`config.mk`:
```
export PLATFORM = sky130hd
export DESIGN_NAME = iep_regs
export DESIGN_NICKNAME = d
export VERILOG_FILES = /design/src/verilog/iep_pkg.sv /design/src/verilog/iep_arbiter.sv /design/src/verilog/iep_regs.sv
export SDC_FILE = /design/constraint.sdc
export NUM_CORES = 1
export LEC_CHECK = 0
export ABC_AREA = 1
export BUFFER_PORTS_ARGS = -buffer_cell sky130_fd_sc_hd__buf_2
export CAP_MARGIN = 10
export CORE_ASPECT_RATIO = 1.5
export CORE_MARGIN = 5
export CORE_UTILIZATION = 50
export CTS_CLUSTER_DIAMETER = 40
export DETAILED_ROUTE_END_ITERATION = 12
export PLACE_DENSITY = 0.76
export RECOVER_POWER = 25
export SYNTH_ARGS = -nofsm -noshare
export SYNTH_HDL_FRONTEND = slang
export SYNTH_SLANG_ARGS = --single-unit
```
`constraint.sdc`:
```
create_clock -name sys_clk -period 16 [get_ports sys_clk]
set_clock_uncertainty 0.2 [all_clocks]
set_input_delay 2.4 -clock sys_clk [delete_from_list [all_inputs] [get_ports sys_clk]]
set_output_delay 2.4 -clock sys_clk [all_outputs]
set_load 0.02 [all_outputs]
```
`src/verilog/iep_pkg.sv`:
```
/*
 * Package for the interrupt enable and priority register block: register
 * indices, field positions, reset values and the request carrier types.
 * Assumes a 16-bit register port with word indices and a 10 MHz clock.
 */
package iep_pkg;

    // Register bus widths
    localparam int ADDR_W = 4;
    localparam int DATA_W = 16;

    // Register indices on the plain port
    localparam logic [3:0] IDX_ENABLE_4   = 4'h0;
    localparam logic [3:0] IDX_PRIORITY_0 = 4'h1;
    localparam logic [3:0] IDX_PRIORITY_1 = 4'h2;
    localparam logic [3:0] IDX_PRIORITY_2 = 4'h3;
    localparam logic [3:0] IDX_PRIORITY_3 = 4'h4;
    localparam logic [3:0] IDX_PRIORITY_4 = 4'h5;
    localparam logic [3:0] IDX_STATUS     = 4'h6;

    // Enable register 4 bit positions
    localparam int BIT_CHECKSUM_EN = 3;
    localparam int BIT_SERIAL2_ERR = 2;
    localparam int BIT_SERIAL1_ERR = 1;

    // Writable bit masks per register
    localparam logic [15:0] MASK_ENABLE_4   = 16'h000E;
    localparam logic [15:0] MASK_PRIORITY_0 = 16'h7777;
    localparam logic [15:0] MASK_PRIORITY_1 = 16'h7770;
    localparam logic [15:0] MASK_PRIORITY_2 = 16'h7777;
    localparam logic [15:0] MASK_PRIORITY_3 = 16'h0077;
    localparam logic [15:0] MASK_PRIORITY_4 = 16'h7777;

    // Reset values: enables zero, every field binary 100
    localparam logic [15:0] RST_ENABLE_4   = 16'h0000;
    localparam logic [15:0] RST_PRIORITY_0 = 16'h4444;
    localparam logic [15:0] RST_PRIORITY_1 = 16'h4440;
    localparam logic [15:0] RST_PRIORITY_2 = 16'h4444;
    localparam logic [15:0] RST_PRIORITY_3 = 16'h0044;
    localparam logic [15:0] RST_PRIORITY_4 = 16'h4444;

    // Field low-bit positions within a priority register
    localparam int FLD_HI  = 12;
    localparam int FLD_MH  = 8;
    localparam int FLD_ML  = 4;
    localparam int FLD_LO  = 0;
    localparam int PRIO_W  = 3;

    // Priority codes
    localparam logic [2:0] PRIO_OFF = 3'h0;
    localparam logic [2:0] PRIO_MAX = 3'h7;

    // Source count and source numbering
    localparam int NUM_SRC = 21;
    localparam int SRC_W   = 5;

    // Status register layout
    localparam int ST_LEVEL_LSB  = 8;
    localparam int ST_VALID_BIT  = 15;

    typedef logic [2:0] iep_prio_type;

    // Register bus request
    typedef struct packed {
        logic [3:0]  addr;
        logic [15:0] wdata;
        logic        wr;
        logic        rd;
    } iep_bus_type;

    // Arbitration result toward the core
    typedef struct packed {
        logic             valid;
        logic [4:0]       source;
        iep_prio_type     level;
    } iep_grant_type;

endpackage

```
`src/verilog/iep_arbiter.sv`:
```
/*
 * Priority arbiter: picks the qualified source with the highest level.
 * Assumes requests and levels are already qualified by enables; ties go
 * to the lowest source number.
 */
module iep_arbiter (
    // Qualified inputs
    input  wire logic [20:0]            req,
    input  wire iep_pkg::iep_prio_type  level [21],
    // Result
    output iep_pkg::iep_grant_type      grant
);

    // Scan all sources, keep the strictly higher level
    always_comb begin
        grant = '0;
        for (int i = 0; i < iep_pkg::NUM_SRC; i++) begin
            // Code zero never wins: source disabled
            if (req[i] && level[i] != iep_pkg::PRIO_OFF &&
                    level[i] > grant.level) begin
                grant.valid  = 1'b1;
                grant.source = iep_pkg::SRC_W'(i);
                grant.level  = level[i];
            end
        end
    end

endmodule

```
`src/verilog/iep_regs.sv`:
```
/*
 * Interrupt enable register 4 and priority registers 0 to 4, with request
 * qualification and a registered arbitration result toward the core.
 * Assumes request lines synchronous to sys_clk and a master that holds
 * strobes one cycle, never both at once.
 */
// Notes on behaviour
// - Code seven is the most urgent level
// - Code zero disables the source entirely
// - Code one is least urgent, linear upward
// - Priority fields reset to binary 100
// - Unimplemented bits always read zero
// - Enable set passes request, resets zero
// - Enable bit 3 gates checksum request
// - Enable bit 2 gates serial two error
// - Enable bit 1 gates serial one error
// - Priority register zero field layout
// - Priority register one field layout
// - Priority register two field layout
// - Priority register three field layout
// - Priority register four field layout
module iep_regs (
    // Clock and reset
    input  wire logic                   sys_clk,
    input  wire logic                   rst,
    // Register port
    input  wire logic [3:0]             reg_addr,
    input  wire logic [15:0]            reg_wdata,
    input  wire logic                   reg_wr,
    input  wire logic                   reg_rd,
    output logic      [15:0]            reg_rdata,
    // Peripheral request lines, see source numbering
    input  wire logic [20:0]            src_req,
    input  wire logic                   checksum_gen_req,
    input  wire logic                   serial2_error_req,
    input  wire logic                   serial1_error_req,
    // Gated checksum and serial error requests
    output logic                        checksum_gen_irq,
    output logic                        serial2_error_irq,
    output logic                        serial1_error_irq,
    // Arbitration result toward the core
    output logic                        core_irq_valid,
    output logic      [4:0]             core_irq_source,
    output logic      [2:0]             core_irq_level
);

    // All module state in one struct
    typedef struct packed {
        logic [15:0]            enable_4;    // Enable register 4
        logic [15:0]            prio_0;      // Priority register 0
        logic [15:0]            prio_1;      // Priority register 1
        logic [15:0]            prio_2;      // Priority register 2
        logic [15:0]            prio_3;      // Priority register 3
        logic [15:0]            prio_4;      // Priority register 4
        logic [15:0]            rdata;       // Read data, one cycle late
        iep_pkg::iep_grant_type grant;       // Registered winner
        logic [2:0]             err_gate;    // Gated error requests
    } iep_state_type;

    iep_state_type              state;       // Current state
    iep_state_type              next_state;  // Next state
    iep_pkg::iep_bus_type       bus;         // Bundled bus request
    iep_pkg::iep_prio_type      level [21];  // Per-source level
    iep_pkg::iep_grant_type     win;         // Combinational winner

    // Extract a three-bit field at a low-bit position
    function automatic iep_pkg::iep_prio_type field(
            input logic [15:0] r, input int lsb);
        field = r[lsb +: iep_pkg::PRIO_W];
    endfunction

    // Merge write data under a writable mask
    function automatic logic [15:0] masked(
            input logic [15:0] wd, input logic [15:0] mask);
        masked = wd & mask;
    endfunction

    // Bundle the bus signals
    assign bus = '{addr: reg_addr, wdata: reg_wdata,
                   wr: reg_wr, rd: reg_rd};

    // Source numbering: field positions per register
    always_comb begin
        // Priority register 0: timer1, compare1, capture1, ext0
        level[0]  = field(state.prio_0, iep_pkg::FLD_HI);
        level[1]  = field(state.prio_0, iep_pkg::FLD_MH);
        level[2]  = field(state.prio_0, iep_pkg::FLD_ML);
        level[3]  = field(state.prio_0, iep_pkg::FLD_LO);
        // Priority register 1: timer2, compare2, capture2
        level[4]  = field(state.prio_1, iep_pkg::FLD_HI);
        level[5]  = field(state.prio_1, iep_pkg::FLD_MH);
        level[6]  = field(state.prio_1, iep_pkg::FLD_ML);
        // Priority register 2: serial1 rx, spi1 event, spi1 fault, timer3
        level[7]  = field(state.prio_2, iep_pkg::FLD_HI);
        level[8]  = field(state.prio_2, iep_pkg::FLD_MH);
        level[9]  = field(state.prio_2, iep_pkg::FLD_ML);
        level[10] = field(state.prio_2, iep_pkg::FLD_LO);
        // Priority register 3: adc done, serial1 tx
        level[11] = field(state.prio_3, iep_pkg::FLD_ML);
        level[12] = field(state.prio_3, iep_pkg::FLD_LO);
        // Priority register 4: pin change, comparator, i2c master, slave
        level[13] = field(state.prio_4, iep_pkg::FLD_HI);
        level[14] = field(state.prio_4, iep_pkg::FLD_MH);
        level[15] = field(state.prio_4, iep_pkg::FLD_ML);
        level[16] = field(state.prio_4, iep_pkg::FLD_LO);
        // Sources whose level lives outside this block: fixed level 1
        for (int i = 17; i < iep_pkg::NUM_SRC; i++) begin
            level[i] = 3'h1;
        end
    end

    // Winner among qualified requests
    iep_arbiter u_arbiter (
        .req   (src_req),
        .level (level),
        .grant (win)
    );

    // Next-state logic: register writes, reads, gating, grant
    always_comb begin
        next_state = state;
        // Register writes, writable bits only
        if (bus.wr) begin
            unique case (bus.addr)
                iep_pkg::IDX_ENABLE_4:
                    next_state.enable_4 = masked(bus.wdata,
                        iep_pkg::MASK_ENABLE_4);
                iep_pkg::IDX_PRIORITY_0:
                    next_state.prio_0 = masked(bus.wdata,
                        iep_pkg::MASK_PRIORITY_0);
                iep_pkg::IDX_PRIORITY_1:
                    next_state.prio_1 = masked(bus.wdata,
                        iep_pkg::MASK_PRIORITY_1);
                iep_pkg::IDX_PRIORITY_2:
                    next_state.prio_2 = masked(bus.wdata,
                        iep_pkg::MASK_PRIORITY_2);
                iep_pkg::IDX_PRIORITY_3:
                    next_state.prio_3 = masked(bus.wdata,
                        iep_pkg::MASK_PRIORITY_3);
                iep_pkg::IDX_PRIORITY_4:
                    next_state.prio_4 = masked(bus.wdata,
                        iep_pkg::MASK_PRIORITY_4);
                default: ; // Status and unmapped: writes ignored
            endcase
        end
        // Read data: valid only in the cycle after the strobe
        next_state.rdata = '0;
        if (bus.rd) begin
            unique case (bus.addr)
                iep_pkg::IDX_ENABLE_4:   next_state.rdata = state.enable_4;
                iep_pkg::IDX_PRIORITY_0: next_state.rdata = state.prio_0;
                iep_pkg::IDX_PRIORITY_1: next_state.rdata = state.prio_1;
                iep_pkg::IDX_PRIORITY_2: next_state.rdata = state.prio_2;
                iep_pkg::IDX_PRIORITY_3: next_state.rdata = state.prio_3;
                iep_pkg::IDX_PRIORITY_4: next_state.rdata = state.prio_4;
                iep_pkg::IDX_STATUS: begin
                    // Current winner: valid, level, source
                    next_state.rdata[iep_pkg::ST_VALID_BIT] =
                        state.grant.valid;
                    next_state.rdata[iep_pkg::ST_LEVEL_LSB +: 3] =
                        state.grant.level;
                    next_state.rdata[4:0] = state.grant.source;
                end
                default: next_state.rdata = '0; // Unmapped reads zero
            endcase
        end
        // Enable gates on the checksum and serial error requests
        next_state.err_gate[2] = checksum_gen_req &
            state.enable_4[iep_pkg::BIT_CHECKSUM_EN];
        next_state.err_gate[1] = serial2_error_req &
            state.enable_4[iep_pkg::BIT_SERIAL2_ERR];
        next_state.err_gate[0] = serial1_error_req &
            state.enable_4[iep_pkg::BIT_SERIAL1_ERR];
        // Register the arbitration winner
        next_state.grant = win;
    end

    // State register with reset values
    always_ff @(posedge sys_clk or posedge rst) begin
        if (rst) begin
            state          <= '0;
            state.enable_4 <= iep_pkg::RST_ENABLE_4;
            state.prio_0   <= iep_pkg::RST_PRIORITY_0;
            state.prio_1   <= iep_pkg::RST_PRIORITY_1;
            state.prio_2   <= iep_pkg::RST_PRIORITY_2;
            state.prio_3   <= iep_pkg::RST_PRIORITY_3;
            state.prio_4   <= iep_pkg::RST_PRIORITY_4;
        end else begin
            state <= next_state;
        end
    end

    // Outputs straight from flip-flops
    assign reg_rdata         = state.rdata;
    assign checksum_gen_irq  = state.err_gate[2];
    assign serial2_error_irq = state.err_gate[1];
    assign serial1_error_irq = state.err_gate[0];
    assign core_irq_valid    = state.grant.valid;
    assign core_irq_source   = state.grant.source;
    assign core_irq_level    = state.grant.level;

endmodule

```
Word-level counts from Yosys, hierarchy flattened:

Index checks and enable logic that the tools add are counted.

* register bits after elaboration: 82
* input port bits: 48
* word-level logic and storage cells: 130

* $lt $le $gt $ge: 21
* equality and inequality tests: 6
* multiplexer cells: 27
* bitwise gates (word level): 3
* reduce and logical (&&, ||, !) cells: 62

Operators by type and width (count)
* $mux 9: 21
* $reduce_bool 3->1: 17
* $gt 3x3->1: 16
* $logic_and 1x1->1: 38
* $pmux 5 s7: 1
* $mux 16: 1
* $pmux 4 s4: 1
* $pmux 3 s5: 1
* $eq 4x3->1 const B: 3
* $gt 1x3->1 const A: 4
* $reduce_and 2->1: 6
* $pmux 2 s5: 1
* $eq 4x2->1 const B: 2
* $eq 4x1->1 const B: 1
* $logic_not 4->1: 1
* $and 1x1->1: 3
* $gt 3x1->1 const B: 1
* $mux 1: 1

Longest topological paths before layout:

Gate-level depths: netlist (run 1).

* depth after elaboration: 64
* gate-level depth with buffers: 128
* depth with buffers taken out: 128

Hierarchy:

Synthesis (run 1) repeated with hierarchy kept, for this count alone.

* cell total of the unflattened synthesis: 859
* area, all modules: 6362.4 um2

By module, submodules not included
* iep_regs: instances 1, cells each 392, area each 3751.1 um2, seq. area each 2023.2 um2
* iep_arbiter: instances 1, cells each 467, area each 2611.3 um2, seq. area each 0.0 um2

Worst setup path before layout (run 1):

No wires, ideal clock.

* path kind: in2reg
* start point: input src_req[0]
* end point: register state (netlist bit core_irq_source[4])
* library setup time: 119 ps
* data arrival time: 18141 ps
* setup slack: -2459 ps
* cell stages on the path: 111
* cell sequence: nand2_1 nor2_1 inv_1 ha_1 nand3_1 nand2_2 nor2_4 nand2_4 o21ai_0 ha_1 o21ai_0 nand3_1 nand3_2 nand2_2 o21a_1 ha_1 or2_2 o22ai_1 [75 not listed] nor2_1 o21ai_0 a21oi_1 nand2_4 inv_1 nand2_1 and2_1 ha_1 nand2_1 o21ai_0 a21boi_0 nand3b_2 inv_2 nor2_2 o21ai_1 nand2_1 nor2_1 nand2_1

RTL lines
* from (decl): line iep_regs.sv:33 `input wire logic [20:0] src_req,`
* to (signal assigned): line iep_regs.sv:189 `state <= next_state;`
* to (decl): line iep_regs.sv:60 `iep_state_type state;`

==> results.ini, run 1 <==
[yosys]
synth_adder_area_share_pct = 4.49
synth.yosys.seq_area_share_pct = 36.3
avgSynthCellArea_um2 = 7.52
synth-async-reset-ratio_pct = 100
synth_simple_gate_area_share_pct = 31.1
yosysWarningCount = 0
syn-instance-count = 741
synth.area.mux_share_pct = 0.202
syn-cell-area_um2 = 5580
yosys_most_used_dff = sky130_fd_sc_hd__dfrtp_1
synth_compound_area_share_pct = 17.2
synthesized_area_fraction_occupied_by_xor_and_xnor_cells_pct = 0
synth_top_family_by_area = simple AND/OR/NAND/NOR gates
ys_ff_latch = 80
synth_cell_type_count = 47
synth-edff-count = 0

[critical_path]
critPathMostFrequentCell = sky130_fd_sc_hd__nand2_4
worst_stage_delay_on_the_critical_path_ns = 0.29
worstPathRequired_ns = 16.02
critical_path.endpoint_type = flop
critPathBufInv = 18
arrival_ns = 17.18
cp_top_family = simple AND/OR/NAND/NOR gates
critical_path.slowest_cell = sky130_fd_sc_hd__ha_1
criticalPathCategory = primary input to flop
cp_max_fo = 6
critPathLaunchType = primary input

[sta]
post-route-min-period_ns = 17.16
whs_ns = 0.278
post-route-period-util_pct = 107
slew_headroom_pct = -189
timing.final.setup_violations = 9
hold_viol_final = 0
timing_max_transition_violations_final = 81
slew_at_the_pin_closest_to_its_max_slew_limit_ns = 4.34
final_critical_path_setup_slack_ns = -1.16
setup_total_negative_slack_ns = -9.83
fmax_ghz = 0.0583
grt_setup_unrepaired = yes

[global_route]
global_route.overflow_total = 0
initial_antenna_violation_count = 0
met3_usage_pct = 3.46
first_pass_grt_wire_length_um = 28700
global_route.usage.met2_pct = 49.6
maximum_number_of_pins_on_one_net_before_global_route_repair = 81
grt_usage_pct = 27.9
gr-max-usage-layer = met2
met1_track_demand_over_resource_in_global_routing_pct = 30.3
number_of_global_route_vias_before_repair = 5862

[placed_design]
placed_wire_length_estimate_after_detailed_placement_um = 13300
gpl.final_weighted_congestion = 0.936
io_buffer_count = 70
place.detailed.instances = 992

[clock_network]
clkSlewWorstSetupHoldPaths_ns = 0.06
cts-hold-fix-buffers = 0
ctsHtreeMaxLevel = 3
clock_sinks = 80
tritoncts = built
clk_lat_worst_skew_ns = 0.34
cts_root_buffer = sky130_fd_sc_hd__clkbuf_16
tritoncts.num_buffers = 9
maximum_root_to_sink_buffer_count = 2

[drt]
route.detailed.wl_per_inst_um = 18.1
first_pass_iteration_count_of_the_detailed_router = 5
viasPerCell = 5.56
detail_route.wirelength_um = 19600
route.vias.total = 6029
drt_iter0_drc = 363
ant_nets = 0
drcViolationCount = 0

[floorplanning]
area_of_the_core_region_um2 = 11000
core.rowCount = 47
die_area_um2 = 13400
num_io_pins = 76
starting_density_of_the_core_pct = 50.7
die_w_um = 96.2
vertical_die_dimension_um = 139

[min_path]
worstHoldPathType = flop to flop

[finish]
num-fill-cells = 820
mostFrequentLayoutCells = 161 x sky130_fd_sc_hd__nand2_1, 139 x sky130_fd_sc_hd__buf_4, 84 x sky130_fd_sc_hd__inv_1, 67 x sky130_fd_sc_hd__buf_2, 63 x sky130_fd_sc_hd__dfrtp_1
final_common_cell = sky130_fd_sc_hd__nand2_1
antenna_cells = 0
layoutNonFillerInstCount = 1085
area_delta_synth_final_pct = 41.4
finalNetCount = 1001
final-seq-area_um2 = 2020
post_route_cells_drive_above_1_share_pct = 43.7
multiInputGateArea_um2 = 3530

[status]
status = finished with violations
violations = capacitance limit, slew limit, setup timing

[power_and_ir_drop]
combinationalPowerShare_pct = 71.2
pwr-share-clk_pct = 12.3
vdd.ir_drop.worst_mv = 0.0970
power_switching_share_pct = 43.2
power.internal_w = 0.00103
total_power_w = 0.00181
power_density_nw_per_um2 = 230
p_sw_w = 0.000782
power.leakage_nw = 4.03
power.share.sequential_pct = 16.5

[flow_run]
max_cap_violations = 1

-- metrics by stage --
stage	setup slack, ns	utilization [%]	area [µm²]
after detailed placement	-1.76	59.9	6590
after global placement	-1.42	59.9	6590
after global routing	-1.97	71.7	7880
after CTS	-0.983	68.7	7560
final	-1.16	71.7	7880
after floorplan	-0.898	-	5770
-- synth_stat cells, drive strengths merged (2+ instances only) --
cell | count | area share [%]
a31oi | 6 | 0.67
o21a | 4 | 0.54
o211ai | 3 | 0.58
a221oi | 8 | 1.3
or2 | 3 | 0.34
dfrtp | 63 | 28
and2 | 2 | 0.22
nand3 | 63 | 7.6
nor2 | 44 | 3.3
clkbuf | 9 | 0.61
o22ai | 12 | 1.3
o21bai | 2 | 0.27
o21ai | 90 | 8.3
a21oi | 24 | 2.4
a21boi | 3 | 0.47
nor3 | 7 | 1.0
nand3b | 3 | 0.47
ha | 20 | 4.5
buf | 24 | 3.2
o31ai | 4 | 0.54
inv | 100 | 6.7
nand4 | 4 | 0.56
dfstp | 17 | 8.0
nand2 | 218 | 18
-- kinds of logic (layout without fill, tap and decap cells) --
logic type,Yosys count,count (layout)
compound gates,161,161
fa+ha+maj,20,20
buf+inv,134,330
flops,80,80
mux,1,1
other cells,1,2
simple gates,344,344
-- final timing paths --
kind | from | endpoint | slack [ns] | cells past startpoint
max | src_req[0] | core_irq_level[1]$_DFF_PP0_ | -1.16 | 115
min reg2reg | state[111]$_DFFE_PP0P_ | checksum_gen_irq$_DFF_PP0_ | 0.28 | 2
max reg2reg | level[62]$_DFFE_PP1P_ | core_irq_level[1]$_DFF_PP0_ | 0.18 | 119
min in group asynchronous | rst | state[110]$_DFFE_PP0P_ | 3.55 | 3
max in group asynchronous | rst | level[19]$_DFFE_PP0P_ | 9.59 | 3
min | state[111]$_DFFE_PP0P_ | checksum_gen_irq$_DFF_PP0_ | 0.28 | 2
-- registers in the layout (all words and copies together), names as in the netlist --
| register | flops |
|---|---|
| level | 51 |
| serial1_error_irq | 1 |
| checksum_gen_irq | 1 |
| serial2_error_irq | 1 |
| core_irq_valid | 1 |
| core_irq_level | 3 |
| reg_rdata | 14 |
| state | 3 |
| core_irq_source | 5 |
-- cell type report --
| class | count | share of cell area [%] |
|---|---|---|
| clock inverter | 3 | 0.825 |
| timing repair buffer | 213 | 18.3 |
| clock buffer | 13 | 3.17 |
| tap | 147 | 2.33 |
| inverter | 101 | 4.92 |
| multi-input combinational | 528 | 44.8 |
| sequential | 80 | 25.7 |
-- layer usage --
metal / routed length, µm / vias up
met4: 1290 / 0
met5: 0 / -
li1: - / 2813
met2: 10100 / 296
met3: 1180 / 91
met1: 7000 / 2829
-- tightest hold or removal path, delay by kind of cell, from the launching register on --
| kind | cells | cell delay, ns |
|---|---|---|
| buf+inv | 1 | 0.04 |
| flops | 1 | 0.35 |
| simple gates | 1 | 0.06 |
-- power by group through the flow --
stage	registers, W	logic (W)	clock network, W
2_1_floorplan	0.000284	0.000600	0
3_3_place_gp	0.000296	0.000809	0
3_5_place_dp	0.000298	0.000840	0
4_1_cts	0.000296	0.00108	0.000222
5_1_grt	0.000303	0.00138	0.000231
6_report	0.000299	0.00129	0.000223
-- timing repair --
item / in CTS / in global routing
endpoints found under the hold margin: 0 / 0
resized for setup: 36 / 36
pin swaps: 56 / 47
endpoints found under the setup margin: 9 / 9
buffers inserted: 59 / 18
Power figures use the tool's default switching activity.
==> inputs of run 2 (changes only) <==
--- a/config.mk
+++ b/config.mk
@@ -6,15 +6,16 @@
 export NUM_CORES = 1
 export LEC_CHECK = 0
 export ABC_AREA = 1
-export BUFFER_PORTS_ARGS = -buffer_cell sky130_fd_sc_hd__buf_2
 export CAP_MARGIN = 10
 export CORE_ASPECT_RATIO = 1.5
 export CORE_MARGIN = 5
 export CORE_UTILIZATION = 50
 export CTS_CLUSTER_DIAMETER = 40
 export DETAILED_ROUTE_END_ITERATION = 12
-export PLACE_DENSITY = 0.76
+export DONT_BUFFER_PORTS = 1
+export PLACE_DENSITY = 0.7
 export RECOVER_POWER = 25
 export SYNTH_ARGS = -nofsm -noshare
 export SYNTH_HDL_FRONTEND = slang
+export SYNTH_HIERARCHICAL = 1
 export SYNTH_SLANG_ARGS = --single-unit
==> run 2 against run 1 <==
Net effect: the run still ends with capacitance limit, slew limit, setup timing left; count of clock-buffer cells in the layout fell by 4; global-route usage is 0.76 points lower; synthesized cell count increased by 16%; final cell count is 16% higher; maximum frequency down 18%; flip-flop and latch count unchanged; combinational power increased by 15%; core utilization increased by 2.0 points; sequential power increased by 6.7%; critical endpoint is now core_irq_level[0]$_DFF_PP0_; largest cell class unchanged; highest routed layer unchanged.
==> results.ini, run 2 <==
[clock_network]
clock_sinks = 80  ; unchanged
cts_root_buffer = sky130_fd_sc_hd__clkbuf_16  ; unchanged
clk_lat_worst_skew_ns = 0.35  ; was 0.34 ns
clkSlewWorstSetupHoldPaths_ns = 0.07  ; was 0.06 ns
tritoncts = built  ; unchanged
maximum_root_to_sink_buffer_count = 2  ; unchanged
ctsHtreeMaxLevel = 3  ; unchanged
tritoncts.num_buffers = 9  ; unchanged

[floorplanning]
area_of_the_core_region_um2 = 12500  ; was 11,000 µm²
starting_density_of_the_core_pct = 50.8  ; was 50.7%
core.rowCount = 50  ; was 47
die_area_um2 = 15100  ; was 13,400 µm²
die_w_um = 102  ; was 96.2 µm
num_io_pins = 76  ; unchanged
vertical_die_dimension_um = 148  ; was 139 µm

[global_route]
global_route.overflow_total = 0  ; unchanged
initial_antenna_violation_count = 0  ; unchanged
first_pass_grt_wire_length_um = 32000  ; was 28,700 µm
grt_usage_pct = 27.2  ; was 27.9%
number_of_global_route_vias_before_repair = 6731  ; was 5,862
maximum_number_of_pins_on_one_net_before_global_route_repair = 81  ; unchanged

[yosys]
synth_cell_type_count = 43  ; was 47
synth-edff-count = 0  ; unchanged
syn-cell-area_um2 = 6360  ; was 5580 µm²
ys_ff_latch = 80  ; unchanged
synth_top_area_cell = sky130_fd_sc_hd__dfrtp_1  ; unchanged
synth_top_cells_by_count = 203 x sky130_fd_sc_hd__nand2_1, 99 x sky130_fd_sc_hd__inv_1, 84 x sky130_fd_sc_hd__nand3_1  ; was 181 x sky130_fd_sc_hd__nand2_1, 90 x sky130_fd_sc_hd__inv_1, 82 x sky130_fd_sc_hd__o21ai_0
synth.yosys.seq_area_share_pct = 31.8  ; was 36.3%
syn-instance-count = 859  ; was 741
avgSynthCellArea_um2 = 7.41  ; was 7.52 µm²
yosys.cell_count.top_type = sky130_fd_sc_hd__nand2_1  ; unchanged
synth_top_cells_by_area = sky130_fd_sc_hd__dfrtp_1 25%, sky130_fd_sc_hd__nand2_1 12%, sky130_fd_sc_hd__dfstp_2 7.0%  ; was sky130_fd_sc_hd__dfrtp_1 28%, sky130_fd_sc_hd__nand2_1 12%, sky130_fd_sc_hd__dfstp_2 8.0%
yosysWarningCount = 6  ; was 0
synth_largest_type_area_fraction_pct = 24.8  ; was 28.3%
yosys_most_used_dff = sky130_fd_sc_hd__dfrtp_1  ; unchanged
synth-async-reset-ratio_pct = 100  ; unchanged

[power_and_ir_drop]
power.share.sequential_pct = 15.7  ; was 16.5%
power.internal_w = 0.00115  ; was 0.00103 W
total_power_w = 0.00203  ; was 0.00181 W
p_sw_w = 0.000876  ; was 0.000782 W
vdd.ir_drop.worst_mv = 0.189  ; was 0.0970 mV
power_density_nw_per_um2 = 220  ; was 230 nW/µm²
power_switching_share_pct = 43.2  ; about the same
combinationalPowerShare_pct = 72.7  ; was 71.2%
pwr-share-clk_pct = 11.6  ; was 12.3%
power.leakage_nw = 4.69  ; was 4.03 nW

[sta]
final_critical_path_setup_slack_ns = -4.86  ; was -1.16 ns
grt_setup_unrepaired = yes  ; unchanged
slew_headroom_pct = -193  ; was -189%
timing.final.setup_violations = 9  ; unchanged
slew_at_the_pin_closest_to_its_max_slew_limit_ns = 4.40  ; was 4.34 ns
post-route-period-util_pct = 130  ; was 107%
whs_ns = 0.305  ; was 0.278 ns
post-route-min-period_ns = 20.86  ; was 17.16 ns
fmax_ghz = 0.0479  ; was 0.0583 GHz
hold_viol_final = 0  ; unchanged
timing_max_transition_violations_final = 101  ; was 81

[drt]
first_pass_iteration_count_of_the_detailed_router = 5  ; unchanged
drt_iter0_drc = 517  ; was 363
route.vias.total = 6914  ; was 6,029
detail_route.wirelength_um = 23000  ; was 19,600 µm
drcViolationCount = 0  ; unchanged
viasPerCell = 5.51  ; was 5.56
ant_nets = 0  ; unchanged
route.detailed.wl_per_inst_um = 18.3  ; was 18.1 µm

[finish]
area_delta_synth_final_pct = 44.9  ; was 41.4%
antenna_cells = 0  ; unchanged
final_common_cell = sky130_fd_sc_hd__buf_4  ; was sky130_fd_sc_hd__nand2_1
postLayoutCoreUtil_pct = 73.7  ; was 71.7%
finalNetCount = 1168  ; was 1,001
largest_reg_flops = 51  ; unchanged
layoutNonFillerInstCount = 1255  ; was 1,085
post_route_cells_drive_above_1_share_pct = 46.2  ; was 43.7%
design_area_um2 = 9220  ; was 7880 µm²
mostFrequentLayoutCells = 227 x sky130_fd_sc_hd__buf_4, 174 x sky130_fd_sc_hd__nand2_1, 96 x sky130_fd_sc_hd__inv_1, 74 x sky130_fd_sc_hd__nand3_1, 63 x sky130_fd_sc_hd__dfrtp_1  ; was 161 x sky130_fd_sc_hd__nand2_1, 139 x sky130_fd_sc_hd__buf_4, 84 x sky130_fd_sc_hd__inv_1, 67 x sky130_fd_sc_hd__buf_2, 63 x sky130_fd_sc_hd__dfrtp_1

[status]
status = finished with violations  ; unchanged
violations = capacitance limit, slew limit, setup timing  ; unchanged

[critical_path]
worst_stage_delay_on_the_critical_path_ns = 0.39  ; was 0.29 ns
arrival_ns = 20.94  ; was 17.18 ns
cp_max_fo = 4  ; was 6
critPathLaunchType = primary input  ; unchanged
critical_path.slowest_cell = sky130_fd_sc_hd__nor4_4  ; was sky130_fd_sc_hd__ha_1
reg2reg_slack_ns = -3.59  ; was 0.18 ns
worstPathRequired_ns = 16.09  ; was 16.02 ns
criticalPathCategory = primary input to flop  ; unchanged
critPathMostFrequentCell = sky130_fd_sc_hd__nand2_2  ; was sky130_fd_sc_hd__nand2_4
critical_path.endpoint_type = flop  ; unchanged

[placed_design]
placed_wire_length_estimate_after_detailed_placement_um = 14100  ; was 13,300 µm
place.detailed.instances = 1123  ; was 992
place_area_um2 = 7450  ; was 6590 µm²
io_buffer_count = 0  ; was 70
gpl.final_weighted_congestion = 0.910  ; was 0.936

[flow_run]
max_cap_violations = 2  ; was 1

[min_path]
worstHoldPathType = flop to flop  ; unchanged

## run 2: changes by cell type after synthesis, moves of 9 or more
cell,before,now
sky130_fd_sc_hd__nand3_1,44,84
sky130_fd_sc_hd__o22ai_1,12,0
sky130_fd_sc_hd__inv_1,90,99
sky130_fd_sc_hd__nor2_1,40,51
sky130_fd_sc_hd__nand2_2,24,43
sky130_fd_sc_hd__nand2_1,181,203
sky130_fd_sc_hd__o21ai_2,4,39
sky130_fd_sc_hd__o21ai_0,82,47
sky130_fd_sc_hd__a21oi_1,20,30
sky130_fd_sc_hd__or2_2,3,12
## run 2: stage by stage
step                      setup TNS, ns  setup slack, ns
after floorplan                  -35.05            -4.00
after global placement           -42.82            -4.81
after detailed placement         -46.75            -5.26
after CTS                        -36.28            -4.10
after global routing             -51.36            -5.80
final                            -42.87            -4.86
## run 2: layer usage
layer	share of wire, %	vias up	GRT usage (%)
met5	0	-	0
li1	-	3227	-
met3	6.3	98	6.19
met2	53	306	48.2
met4	6.2	0	17.1
met1	35	3283	28.1
## run 2: path summary, 6_finish.rpt
check                      depth (start not counted)              startpoint                          end
max                                              143              src_req[0]  core_irq_level[0]$_DFF_PP0_
min                                                2  state[111]$_DFFE_PP0P_   checksum_gen_irq$_DFF_PP0_
max reg2reg                                      145   level[62]$_DFFE_PP1P_  core_irq_level[0]$_DFF_PP0_
min reg2reg                                        2  state[111]$_DFFE_PP0P_   checksum_gen_irq$_DFF_PP0_
max in group asynchronous                          2                     rst       reg_rdata[5]$_DFF_PP0_
min in group asynchronous                          2                     rst        level[13]$_DFFE_PP0P_
## run 2: layout make-up
| type | instances | area, µm² |
|---|---|---|
| Multi-Input combinational cell | 668 | 4540 |
| Fill cell | 876 | 3290 |
| Sequential cell | 80 | 2020 |
| Timing Repair Buffer | 230 | 1730 |
| Inverter | 105 | 399 |
| Clock buffer | 9 | 225 |
| Tap cell | 156 | 195 |
| Clock inverter | 7 | 109 |
## run 2: worst max-delay path, delay by kind of cell
kind | cells | cell delay (ns)
AOI/OAI and AO/OA | 29 | 3.65
buffers and inverters | 5 | 0.49
adders and majority gates | 20 | 4.71
and+or+nand+nor | 89 | 9.64
## run 2: power groups by stage
| stage | Sequential [W] | Combinational, W | Clock, W |
|---|---|---|---|
| 2_1_floorplan | 0.000288 | 0.000623 | 0 |
| 3_3_place_gp | 0.000318 | 0.000862 | 0 |
| 3_5_place_dp | 0.000319 | 0.000880 | 0 |
| 4_1_cts | 0.000316 | 0.00119 | 0.000235 |
| 5_1_grt | 0.000325 | 0.00157 | 0.000243 |
| 6_report | 0.000319 | 0.00148 | 0.000235 |
## run 2: repair_timing
action                     CTS  global route
hold buffers                 0             0
hold endpoints to repair     0             0
resized for setup           54            63
setup endpoints to repair    9             9
pin swaps                   89            83
buffers inserted            89            27
## run 2: cells by family after synthesis
| group | count (synthesis) | synth area share, % |
|---|---|---|
| other | 2 | 0.118 |
| AOI/OAI and AO/OA | 145 | 14.7 |
| buffers and inverters | 144 | 11.0 |
| adders and majority gates | 26 | 5.11 |
| DFF | 80 | 31.8 |
| and+or+nand+nor | 462 | 37.3 |
==> inputs of run 3 (changes only) <==
--- a/config.mk
+++ b/config.mk
@@ -13,9 +13,12 @@
 export CTS_CLUSTER_DIAMETER = 40
 export DETAILED_ROUTE_END_ITERATION = 12
 export DONT_BUFFER_PORTS = 1
+export MAX_ROUTING_LAYER = met4
 export PLACE_DENSITY = 0.7
 export RECOVER_POWER = 25
+export SKIP_LAST_GASP = 1
 export SYNTH_ARGS = -nofsm -noshare
 export SYNTH_HDL_FRONTEND = slang
 export SYNTH_HIERARCHICAL = 1
 export SYNTH_SLANG_ARGS = --single-unit
+export TNS_END_PERCENT = 50
==> run 3 against run 2 <==
Net effect: largest cell class unchanged; critical path depth increased by 4; die area unchanged; largest power group unchanged; register-to-register slack gained 0.15 ns; setup slack gained 0.13 ns; worst hold slack worse by 0.0014 ns; maximum frequency rose by 0.63%; the run still ends with capacitance limit, slew limit, setup timing left; highest routed layer unchanged.
==> results.ini, run 3 (synthesized netlist as in run 2, its figures left out) <==
[floorplanning]
area_of_the_core_region_um2 = 12500  ; unchanged
core.rowCount = 50  ; unchanged
num_io_pins = 76  ; unchanged
die_area_um2 = 15100  ; unchanged
starting_density_of_the_core_pct = 50.8  ; unchanged
vertical_die_dimension_um = 148  ; unchanged
die_w_um = 102  ; unchanged

[sta]
final_critical_path_setup_slack_ns = -4.72  ; was -4.86 ns
timing_max_transition_violations_final = 81  ; was 101
slew_at_the_pin_closest_to_its_max_slew_limit_ns = 4.42  ; was 4.40 ns
timing.final.setup_violations = 9  ; unchanged
slew_headroom_pct = -194  ; was -193%
whs_ns = 0.304  ; was 0.305 ns
fmax_ghz = 0.0483  ; was 0.0479 GHz
post-route-period-util_pct = 130  ; about the same
hold_viol_final = 0  ; unchanged
grt_setup_unrepaired = yes  ; unchanged
post-route-min-period_ns = 20.72  ; was 20.86 ns

[global_route]
maximum_number_of_pins_on_one_net_before_global_route_repair = 81  ; unchanged
number_of_global_route_vias_before_repair = 6681  ; was 6,731
first_pass_grt_wire_length_um = 31700  ; was 32,000 µm
grt_usage_pct = 27.6  ; was 27.2%
initial_antenna_violation_count = 0  ; unchanged
global_route.overflow_total = 0  ; unchanged

[flow_run]
max_cap_violations = 1  ; was 2

[clock_network]
tritoncts.num_buffers = 9  ; unchanged
maximum_root_to_sink_buffer_count = 2  ; unchanged
clkSlewWorstSetupHoldPaths_ns = 0.07  ; about the same
clock_sinks = 80  ; unchanged
cts_root_buffer = sky130_fd_sc_hd__clkbuf_16  ; unchanged
cts-hold-fix-buffers = 0  ; unchanged
tritoncts = built  ; unchanged
clk_lat_worst_skew_ns = 0.35  ; about the same
ctsHtreeMaxLevel = 3  ; unchanged

[placed_design]
io_buffer_count = 0  ; unchanged
place_area_um2 = 7450  ; unchanged
gpl.final_weighted_congestion = 0.926  ; was 0.910
placed_wire_length_estimate_after_detailed_placement_um = 14100  ; unchanged

[drt]
first_pass_iteration_count_of_the_detailed_router = 5  ; unchanged
detail_route.wirelength_um = 22200  ; was 23,000 µm
drt_iter0_drc = 546  ; was 517
viasPerCell = 5.50  ; was 5.51
route.vias.total = 6864  ; was 6,914
route.detailed.wl_per_inst_um = 17.8  ; was 18.3 µm
drcViolationCount = 0  ; unchanged
ant_nets = 0  ; unchanged

[critical_path]
regToRegStartpoint = level[62]$_DFFE_PP1P_  ; unchanged
critical_path.slowest_cell = sky130_fd_sc_hd__nor4_4  ; unchanged
worstPathRequired_ns = 16.08  ; was 16.09 ns
critPathMostFrequentCell = sky130_fd_sc_hd__nand2_2  ; unchanged
critPathLaunchType = primary input  ; unchanged
criticalPathCategory = primary input to flop  ; unchanged
arrival_ns = 20.81  ; was 20.94 ns
worst_stage_delay_on_the_critical_path_ns = 0.39  ; about the same
cp_max_fo = 4  ; unchanged
critical_path.endpoint_type = flop  ; unchanged
setup.worst_path.start = src_req[0]  ; unchanged

[power_and_ir_drop]
power.leakage_nw = 4.63  ; was 4.69 nW
power_density_nw_per_um2 = 215  ; was 220 nW/µm²
vdd.ir_drop.worst_mv = 0.170  ; was 0.189 mV

[status]
violations = capacitance limit, slew limit, setup timing  ; unchanged
status = finished with violations  ; unchanged

[finish]
post_route_cells_drive_above_1_share_pct = 45.2  ; was 46.2%
mostFrequentLayoutCells = 221 x sky130_fd_sc_hd__buf_4, 175 x sky130_fd_sc_hd__nand2_1, 96 x sky130_fd_sc_hd__inv_1, 76 x sky130_fd_sc_hd__nand3_1, 63 x sky130_fd_sc_hd__dfrtp_1  ; was 227 x sky130_fd_sc_hd__buf_4, 174 x sky130_fd_sc_hd__nand2_1, 96 x sky130_fd_sc_hd__inv_1, 74 x sky130_fd_sc_hd__nand3_1, 63 x sky130_fd_sc_hd__dfrtp_1
finalNetCount = 1161  ; was 1,168
design_area_um2 = 9100  ; was 9220 µm²
area_delta_synth_final_pct = 43.0  ; was 44.9%
final-seq-area_um2 = 2020  ; unchanged
final_common_cell = sky130_fd_sc_hd__buf_4  ; unchanged
largest_reg_flops = 51  ; unchanged
antenna_cells = 0  ; unchanged
multiInputGateArea_um2 = 4480  ; was 4540 µm²
num-fill-cells = 899  ; was 876

[min_path]
hp-start = state[111]$_DFFE_PP0P_  ; unchanged
worstHoldPathType = flop to flop  ; unchanged

run 3: path summary, 6_finish.rpt:
check / cells past startpoint / slack, ns / to
worst max register to register: 149 / -3.44 / core_irq_level[0]$_DFF_PP0_
worst min register to register: 2 / 0.30 / checksum_gen_irq$_DFF_PP0_
min in group asynchronous: 2 / 3.47 / level[13]$_DFFE_PP0P_
worst min-delay path: 2 / 0.30 / checksum_gen_irq$_DFF_PP0_
max in group asynchronous: 2 / 9.64 / reg_rdata[5]$_DFF_PP0_
worst max-delay path: 147 / -4.72 / core_irq_level[0]$_DFF_PP0_
run 3: what timing repair did:
action | in CTS | in global routing
pin swaps | 83 | 80
endpoints found under the setup margin | 9 | 9
setup buffers | 88 | 21
resized for setup | 48 | 60
hold endpoints to repair | 0 | 0
run 3: layout make-up:
class                           instances  area share (%)
Clock buffer                            9            2.47
Tap cell                              156            2.14
Sequential cell                        80            22.2
Clock inverter                          7            1.20
Multi-Input combinational cell        668            49.2
Inverter                              105            4.36
Timing Repair Buffer                  223            18.4
run 3: critical path, delay by kind of cell:
| kind | cells | cell delay (ns) |
|---|---|---|
| AOI/OAI and AO/OA | 25 | 2.89 |
| and+or+nand+nor | 82 | 8.85 |
| buffers and inverters | 23 | 2.52 |
| adders and majority gates | 17 | 4.12 |
run 3: metrics by stage:
step                      utilization (%)  setup TNS, ns  setup WS, ns  instances  total power [W]
after detailed placement             59.6         -46.75         -5.26       1123          0.00120
after floorplan                         -         -35.05         -4.00        892         0.000911
final                                72.7         -41.84         -4.72       1248          0.00196
after global placement               59.6         -42.82         -4.81       1123          0.00118
after CTS                            69.6         -36.58         -4.13       1227          0.00172
after global routing                 72.7         -49.54         -5.58       1248          0.00207
run 3: per-layer routing:
layer  share of wire [%]  track usage [%]
met1                  34             28.5
met4                 6.6             17.1
met3                 7.0             5.87
met2                  52             47.0
met5                   0                -
run 3: power breakdown:
group	switching [W]	total, W	internal (W)	leakage, nW
Sequential	0.0000663	0.000319	0.000253	0.981
Combinational	0.000677	0.00141	0.000728	3.49
Clock	0.0000937	0.000234	0.000140	0.164
Total	0.000837	0.00196	0.00112	4.63
